[src/inc/regdrv_cfg.svh]
// Constants for the registered address driver
`ifndef REGDRV_CFG_SVH
`define REGDRV_CFG_SVH

// ==========================================================
// Widths and depths
`define RD_WIDTH 14
`define RD_SYNC_STAGES 2
`define RD_RST_STAGES 2

// ==========================================================
// Reset values
`define RD_BIT_RESET 1'b0
`define RD_SKEW_RESET 1'b0
`define RD_RST_PIPE_RESET 2'h0

// ==========================================================
// Timing
`define RD_CLK_PERIOD_NS 100
`define RD_CAPTURE_LATENCY 3

`endif

[src/inc/regdrv_pkg.sv]
// Types shared by the registered address driver
package regdrv_pkg;

  // ==========================================================
  // Classification of one sample of the differential clock pair
  typedef enum logic [1:0] {
    EDGE_NONE,
    EDGE_CAPTURE,
    EDGE_SKEW
  } edge_kind_t;

  // ==========================================================
  // Life cycle of the driver after reset
  typedef enum logic [1:0] {
    LC_RESET,
    LC_WAIT_EDGE,
    LC_RUN
  } lifecycle_t;

endpackage

[src/inc/capture_if.sv]
// Carrier between capture control and the storage bank
`timescale 1ns/10ps

interface capture_if #(
  parameter int WIDTH = 14
);
  logic capture;
  logic [WIDTH-1:0] sample;
  logic [WIDTH-1:0] held;

  modport ctrl (
    output capture,
    output sample,
    input held
  );

  modport bank (
    input capture,
    input sample,
    output held
  );
endinterface

[src/rtl/capture_bank.sv]
// Bank of storage bits loaded on a capture strobe
`timescale 1ns/10ps
`include "regdrv_cfg.svh"

module capture_bank #(
  parameter int WIDTH = `RD_WIDTH
) (
  input wire logic sys_clk,
  input wire logic rst_n,
  capture_if.bank cap
);

  // ==========================================================
  // Storage bits
  logic [WIDTH-1:0] held_ff;
  logic [WIDTH-1:0] nxt_held;

  always_comb begin
    nxt_held = held_ff;
    if (cap.capture) begin
      nxt_held = cap.sample;
    end
  end

  // Reset clears every bit at once, no clock needed
  always_ff @(posedge sys_clk or negedge rst_n) begin
    if (!rst_n) begin
      held_ff <= {WIDTH{`RD_BIT_RESET}};
    end else begin
      held_ff <= nxt_held;
    end
  end

  assign cap.held = held_ff;

endmodule

[src/rtl/registered_address_driver_14bit.sv]
// Registered address driver: pair clock capture, reset, storage bank
`timescale 1ns/10ps
`include "regdrv_cfg.svh"

module registered_address_driver_14bit #(
  parameter int WIDTH = `RD_WIDTH,
  parameter int SYNC_STAGES = `RD_SYNC_STAGES
) (
  input wire logic sys_clk,
  input wire logic rst_b,
  input wire logic clk_true,
  input wire logic clk_comp,
  input wire logic [WIDTH-1:0] data_in_lines,
  output logic [WIDTH-1:0] registered_out_lines,
  output logic clock_pair_skew,
  output logic clock_seen
);

  // ==========================================================
  // Elaboration checks
  if (WIDTH < 1) begin : g_bad_width
    $error("WIDTH must be at least one");
  end
  if (SYNC_STAGES < 2) begin : g_bad_sync
    $error("SYNC_STAGES must be at least two");
  end

  localparam int PW = WIDTH + 2;

  // ==========================================================
  // Reset release
  // Assertion is immediate; release waits two clocks to avoid metastability
  logic [`RD_RST_STAGES-1:0] rst_pipe_ff;
  logic [`RD_RST_STAGES-1:0] nxt_rst_pipe;
  logic rst_n;

  always_comb begin
    nxt_rst_pipe = {rst_pipe_ff[`RD_RST_STAGES-2:0], 1'b1};
  end

  always_ff @(posedge sys_clk or negedge rst_b) begin
    if (!rst_b) begin
      rst_pipe_ff <= `RD_RST_PIPE_RESET;
    end else begin
      rst_pipe_ff <= nxt_rst_pipe;
    end
  end

  assign rst_n = rst_pipe_ff[`RD_RST_STAGES-1];

  // ==========================================================
  // Pin synchronisers
  // Clock pair and data share one pipeline so the sample stays aligned
  // with the edge that selects it
  logic [PW-1:0] sync_ff [SYNC_STAGES];
  logic [PW-1:0] nxt_sync [SYNC_STAGES];
  logic [1:0] pair_prev_ff;
  logic [1:0] nxt_pair_prev;
  logic [PW-1:0] pins_now;

  always_comb begin
    nxt_sync[0] = {clk_true, clk_comp, data_in_lines};
    for (int i = 1; i < SYNC_STAGES; i++) begin
      nxt_sync[i] = sync_ff[i-1];
    end
    nxt_pair_prev = sync_ff[SYNC_STAGES-1][PW-1:PW-2];
  end

  always_ff @(posedge sys_clk or negedge rst_n) begin
    if (!rst_n) begin
      for (int i = 0; i < SYNC_STAGES; i++) begin
        sync_ff[i] <= '0;
      end
      pair_prev_ff <= 2'h0;
    end else begin
      for (int i = 0; i < SYNC_STAGES; i++) begin
        sync_ff[i] <= nxt_sync[i];
      end
      pair_prev_ff <= nxt_pair_prev;
    end
  end

  assign pins_now = sync_ff[SYNC_STAGES-1];

  // ==========================================================
  // Clock pair classification
  function automatic regdrv_pkg::edge_kind_t classify(
    input logic [1:0] prev,
    input logic [1:0] cur
  );
    logic t_rise;
    logic c_fall;
    t_rise = !prev[1] && cur[1];
    c_fall = prev[0] && !cur[0];
    if (t_rise && c_fall) begin
      classify = regdrv_pkg::EDGE_CAPTURE;
    end else if (t_rise || c_fall) begin
      classify = regdrv_pkg::EDGE_SKEW;
    end else begin
      classify = regdrv_pkg::EDGE_NONE;
    end
  endfunction

  regdrv_pkg::edge_kind_t edge_kind;
  assign edge_kind = classify(pair_prev_ff, pins_now[PW-1:PW-2]);

  // ==========================================================
  // Capture control
  // A lone transition on one line of the pair is not an edge and the outputs
  // hold; only a lone true rise or complement fall is flagged
  capture_if #(.WIDTH(WIDTH)) cap ();

  assign cap.capture = (edge_kind == regdrv_pkg::EDGE_CAPTURE);
  assign cap.sample = pins_now[WIDTH-1:0];

  logic skew_ff;
  logic nxt_skew;
  regdrv_pkg::lifecycle_t lc_ff;
  regdrv_pkg::lifecycle_t nxt_lc;
  // Registered copy so the status output comes straight from a flop
  logic seen_ff;
  logic nxt_seen;

  always_comb begin
    nxt_skew = (edge_kind == regdrv_pkg::EDGE_SKEW);
    nxt_lc = lc_ff;
    case (lc_ff)
      regdrv_pkg::LC_RESET: begin
        nxt_lc = regdrv_pkg::LC_WAIT_EDGE;
      end
      regdrv_pkg::LC_WAIT_EDGE: begin
        if (cap.capture) begin
          nxt_lc = regdrv_pkg::LC_RUN;
        end
      end
      regdrv_pkg::LC_RUN: begin
        nxt_lc = regdrv_pkg::LC_RUN;
      end
      default: begin
        nxt_lc = regdrv_pkg::LC_RESET;
      end
    endcase
    nxt_seen = (nxt_lc == regdrv_pkg::LC_RUN);
  end

  always_ff @(posedge sys_clk or negedge rst_n) begin
    if (!rst_n) begin
      skew_ff <= `RD_SKEW_RESET;
      lc_ff <= regdrv_pkg::LC_RESET;
      seen_ff <= 1'h0;
    end else begin
      skew_ff <= nxt_skew;
      lc_ff <= nxt_lc;
      seen_ff <= nxt_seen;
    end
  end

  // ==========================================================
  // Storage bank
  capture_bank #(.WIDTH(WIDTH)) u_bank (
    .sys_clk(sys_clk),
    .rst_n(rst_n),
    .cap(cap.bank)
  );

  assign registered_out_lines = cap.held;
  assign clock_pair_skew = skew_ff;
  assign clock_seen = seen_ff;
endmodule

[config.mk]
export PLATFORM = sky130hd
export DESIGN_NAME = registered_address_driver_14bit
export DESIGN_NICKNAME = d
export VERILOG_FILES = /design/src/inc/regdrv_pkg.sv /design/src/inc/capture_if.sv /design/src/rtl/capture_bank.sv /design/src/rtl/registered_address_driver_14bit.sv
export VERILOG_INCLUDE_DIRS = /design/src /design/src/inc
export SDC_FILE = /design/constraint.sdc
export NUM_CORES = 1
export LEC_CHECK = 0
export ABC_CLOCK_PERIOD_IN_PS = 2500
export BUFFER_PORTS_ARGS = -buffer_cell sky130_fd_sc_hd__clkbuf_2
export CORE_MARGIN = 3
export CORE_UTILIZATION = 59
export CTS_BUF_LIST = sky130_fd_sc_hd__clkbuf_8
export DETAILED_ROUTE_END_ITERATION = 16
export MAX_ROUTING_LAYER = met4
export PLACE_DENSITY = 0.85
export SYNTH_ARGS = -nofsm -noshare
export SYNTH_HDL_FRONTEND = slang
export SYNTH_SLANG_ARGS = --single-unit
[constraint.sdc]
create_clock -name sys_clk -period 2.5 [get_ports sys_clk]
set_input_delay 0.375 -clock sys_clk [delete_from_list [all_inputs] [get_ports sys_clk]]
set_output_delay 0.375 -clock sys_clk [all_outputs]
set_load 0.01 [all_outputs]
==> impl_metrics.prom <==
# TYPE chip_impl_metric gauge
chip_impl_metric{name="grt_first_pass_wirelength",unit="microns"} 3456
chip_impl_metric{name="ir_drop",unit="uV"} 752.3
chip_impl_metric{name="antenna_left",unit=""} 0
chip_impl_metric{name="gr-total-overflow",unit=""} 0
chip_impl_info{name="yosys.area.top_type",value="sky130_fd_sc_hd__dfrtp_1"} 1
chip_impl_metric{name="power-per-cell-area",unit="mW/mm^2"} 859.7
chip_impl_metric{name="fp.dieH",unit="microns"} 58.53
chip_impl_metric{name="fmax",unit="MHz"} 720.6
chip_impl_info{name="cts-root-buf",value="sky130_fd_sc_hd__clkbuf_8"} 1
chip_impl_metric{name="worst_ep_arrival",unit="ns"} 1.57
chip_impl_metric{name="placed_cell_area",unit="sq mm"} 0.001808
chip_impl_metric{name="post_layout_total_power",unit="mW"} 1.645
chip_impl_metric{name="synth-edff-count",unit=""} 0
chip_impl_metric{name="finalHoldViolCount",unit=""} 0
chip_impl_metric{name="via_count",unit=""} 728
chip_impl_metric{name="timing_worst_slew_pin_value",unit="ns"} 1.042
chip_impl_metric{name="setup_viol",unit=""} 0
chip_impl_info{name="crit_path_cell_trace",value="nor2b_1 -> ha_1 -> buf_4 -> mux2_2"} 1
chip_impl_metric{name="gpl.final_weighted_congestion",unit=""} 0.6540
chip_impl_metric{name="globalRouteTotalUtil",unit=""} 0.1484
chip_impl_metric{name="wl_met3",unit="microns"} 125
chip_impl_metric{name="totalWireLength",unit="microns"} 1981
chip_impl_info{name="grt_setup_unrepaired",value="false"} 1
chip_impl_metric{name="synth_mux_area_frac",unit=""} 0.1276
chip_impl_metric{name="finished_cell_area",unit="sq mm"} 0.001913
chip_impl_metric{name="cts-htree-levels",unit=""} 2
chip_impl_metric{name="cp_max_fo",unit=""} 16
chip_impl_metric{name="relSlewSlack",unit=""} 0.3050
chip_impl_metric{name="syn_inst",unit=""} 78
chip_impl_metric{name="synth_async_sr_flop_share",unit=""} 1.000
chip_impl_info{name="combinational_family_with_the_most_area_after_synthesis",value="multiplexers"} 1
chip_impl_info{name="run_status",value="finished, final reports clean"} 1
chip_impl_metric{name="crit_path_max_incr_delay",unit="ns"} 0.38
chip_impl_metric{name="portBuffers",unit=""} 33
chip_impl_metric{name="row_count",unit=""} 18
chip_impl_metric{name="cts-resized-gates",unit=""} 0
chip_impl_metric{name="clockBufferDepth",unit=""} 2
chip_impl_metric{name="final_setup_skew",unit="ns"} 0.005969
chip_impl_metric{name="synth.lib_cells_used.distinct",unit=""} 11
chip_impl_info{name="critical_path_class",value="flip-flop to flip-flop"} 1
chip_impl_metric{name="syn_area_per_cell",unit="sq um"} 20.87
chip_impl_info{name="synth.area.top_cells",value="sky130_fd_sc_hd__dfrtp_1 83%, sky130_fd_sc_hd__mux2_4 7.4%, sky130_fd_sc_hd__mux2_2 4.2%"} 1
chip_impl_metric{name="share_comb_of_total_power",unit=""} 0.100
chip_impl_metric{name="finalCriticalPeriod",unit="ns"} 1.388
chip_impl_metric{name="finalCritPeriodShare",unit=""} 0.5551
chip_impl_metric{name="clock_sinks",unit=""} 54
chip_impl_metric{name="numCtsBuffers",unit=""} 5
chip_impl_metric{name="drt_drc_violations_left",unit=""} 0
chip_impl_metric{name="netlist.area_leader.share",unit=""} 0.8301
chip_impl_metric{name="syn-num-nets",unit=""} 97
chip_impl_metric{name="post_synth_xor_area_fraction",unit=""} 0
chip_impl_info{name="critPathCaptureType",value="flip-flop"} 1
chip_impl_metric{name="maxCapViolations",unit=""} 0
chip_impl_metric{name="number_of_global_route_vias_before_repair",unit=""} 813
chip_impl_metric{name="p_leak",unit="nW"} 0.9331
chip_impl_metric{name="post_synth_instance_area",unit="sq mm"} 0.001628
chip_impl_metric{name="ys.warnings.count",unit=""} 0
chip_impl_metric{name="wl_per_cell",unit="microns"} 13.30
chip_impl_metric{name="drive_above_1_share",unit=""} 0.4790
chip_impl_info{name="synth.top_cells.by_count",value="54 x sky130_fd_sc_hd__dfrtp_1, 8 x sky130_fd_sc_hd__mux2_4, 6 x sky130_fd_sc_hd__mux2_2"} 1
chip_impl_metric{name="cts.reportedPaths.clkPinSlew",unit="ns"} 0.09
chip_impl_metric{name="met2_length",unit="microns"} 1031
chip_impl_info{name="holdCritPathClass",value="input pin to flip-flop"} 1
chip_impl_metric{name="number_of_synthesized_register_bits",unit=""} 54
chip_impl_metric{name="viasPerCell",unit=""} 4.886
chip_impl_metric{name="fin_setup_tns",unit="ns"} 0
chip_impl_info{name="top_layer",value="met4"} 1
chip_impl_info{name="dominantRegCellSynth",value="sky130_fd_sc_hd__dfrtp_1"} 1
chip_impl_info{name="critical_path_start_type",value="flip-flop"} 1
chip_impl_info{name="cts_tree",value="yes"} 1
chip_impl_metric{name="clkLatencyLatePin",unit="ns"} 0.30
chip_impl_metric{name="drtPass1Iterations",unit=""} 2
chip_impl_metric{name="num_io_pins",unit=""} 34
chip_impl_metric{name="adder_and_majority_cell_fraction_of_the_synthesized_area",unit=""} 0.007686
chip_impl_metric{name="floorplan.core_area",unit="sq mm"} 0.002545
chip_impl_metric{name="dpl_wire_length",unit="microns"} 1370
chip_impl_metric{name="post_synth_and_or_nand_nor_area_fraction",unit=""} 0.009992
chip_impl_metric{name="power_switching",unit="mW"} 0.3675
chip_impl_metric{name="die_w",unit="microns"} 58.53
chip_impl_metric{name="slew_viol_final",unit=""} 0
chip_impl_metric{name="power.share.switching",unit=""} 0.2234
chip_impl_metric{name="clock_power_share",unit=""} 0.288
chip_impl_metric{name="ys_seq_area_frac",unit=""} 0.8301
chip_impl_metric{name="antenna_violations_before_repair",unit=""} 0
chip_impl_metric{name="initialDrtViolationCount",unit=""} 7
chip_impl_metric{name="starting_density",unit=""} 0.6396
chip_impl_metric{name="route.layer.met1.wl",unit="microns"} 768
chip_impl_metric{name="layout.nets",unit=""} 137
chip_impl_metric{name="cp_data_required_time",unit="ns"} 2.68
chip_impl_metric{name="die_area",unit="sq mm"} 0.003425
chip_impl_metric{name="synthToLayoutAreaGrowth",unit="%"} 17.52
chip_impl_info{name="critPathSlowestCell",value="sky130_fd_sc_hd__dfrtp_1"} 1
chip_impl_metric{name="fin_util",unit=""} 0.7517
chip_impl_metric{name="power.internal",unit="mW"} 1.277
chip_impl_info{name="most_repeated_cell_in_the_gate_level_netlist_after_synthesis",value="sky130_fd_sc_hd__dfrtp_1"} 1
chip_impl_metric{name="grt_max_degree",unit=""} 53
chip_impl_metric{name="compound_gate_portion_of_the_synthesized_area",unit=""} 0.003075
chip_impl_metric{name="diode_insertion_count_for_antenna_repair",unit=""} 0
chip_impl_metric{name="seq_power_share",unit=""} 0.612
cells by family (layout without fill, tap and decap cells):
family	count (synthesis)	in the layout
multiplexers	16	16
AO/OA/AOI/OAI	1	1
flip-flops	54	54
buffers and inverters	2	43
AND/OR/NAND/NOR	3	3
adder cells (fa/ha/maj)	1	1
other	1	1
what timing repair did:
item	CTS	global route
buffers inserted	0	0
hold buffers	1	0
endpoints found under the hold margin	2	0
endpoints found under the setup margin	0	0
power groups by stage:
stage / clock network [mW] / logic [mW] / registers, mW
3_5_place_dp: 0 / 0.166 / 1.03
2_1_floorplan: 0 / 0.0690 / 1.04
4_1_cts: 0.495 / 0.168 / 1.01
6_report: 0.473 / 0.165 / 1.01
3_3_place_gp: 0 / 0.163 / 1.02
5_1_grt: 0.527 / 0.180 / 1.02
metal layers:
layer,GRT usage,vias up
met5,-,-
li1,-,330
met2,0.2424,22
met4,0.08940,0
met3,0.04605,7
met1,0.1570,369
final timing paths:
kind / endpoint / slack, ns / startpoint / cells after the start
setup reg to reg: u_bank.cap.held[4] / 1.11 / pins_now[14] / 4
hold reg to reg: pins_now[10] / 0.35 / nxt_sync[10] / 0
min in group asynchronous: rst_pipe_ff[1] / 0.40 / rst_b / 2
setup / recovery: u_bank.cap.held[4] / 1.11 / pins_now[14] / 4
hold / removal: nxt_sync[3] / 0.18 / data_in_lines[3] / 1
max in group asynchronous: pins_now[11] / 1.40 / rst_pipe_ff[1] / 0
registers in the layout, summed over array words and instances (netlist names):
signal / cells
lc_ff: 2
pair_prev_ff: 2
u_bank.cap.held: 14
pins_now: 16
nxt_sync: 16
clock_pair_skew: 1
clock_seen: 1
rst_pipe_ff: 2
layout by cell type, fill, tap and decap left out:
cell type / synthesis / final
sky130_fd_sc_hd__clkinvlp_4: 0 / 1
sky130_fd_sc_hd__clkinv_2: 0 / 1
sky130_fd_sc_hd__nor2b_1: 2 / 2
sky130_fd_sc_hd__a21oi_1: 1 / 1
sky130_fd_sc_hd__nand2_1: 1 / 1
sky130_fd_sc_hd__mux2i_1: 2 / 2
sky130_fd_sc_hd__dfrtp_1: 54 / 53
sky130_fd_sc_hd__mux2_2: 6 / 6
sky130_fd_sc_hd__dlygate4sd3_1: 0 / 1
sky130_fd_sc_hd__ha_1: 1 / 1
sky130_fd_sc_hd__clkbuf_8: 0 / 6
sky130_fd_sc_hd__mux2_4: 8 / 8
sky130_fd_sc_hd__conb_1: 1 / 1
sky130_fd_sc_hd__clkbuf_2: 0 / 33
sky130_fd_sc_hd__dfrtp_2: 0 / 1
sky130_fd_sc_hd__buf_4: 0 / 1
layout make-up:
type	count	area [sq um]
flip-flops and latches	54	1353
fillers	156	631.9
multi-input cells	22	245.2
repair buffers	35	182.7
clock buffers	6	82.58
well taps	30	37.54
clock inverters	2	12.51
worst max-delay path, delay by kind of cell (launching register included):
family / cells / cell delay, ns
adders and majority gates: 1 / 0.15
and+or+nand+nor: 1 / 0.12
DFF: 1 / 0.38
muxes: 1 / 0.37
buffers and inverters: 1 / 0.26
stage by stage:
stage | cells | setup slack (ns) | hold WS [ns]
final | 149 | 1.112 | 0.1775
after global routing | 149 | 1.022 | 0.1553
after CTS | 149 | 1.096 | 0.1652
after detailed placement | 140 | 1.107 | 0.1653
after global placement | 140 | 1.170 | 0.1605
after floorplan | 78 | 0.8854 | 0.07941
Power figures use the tool's default switching activity.
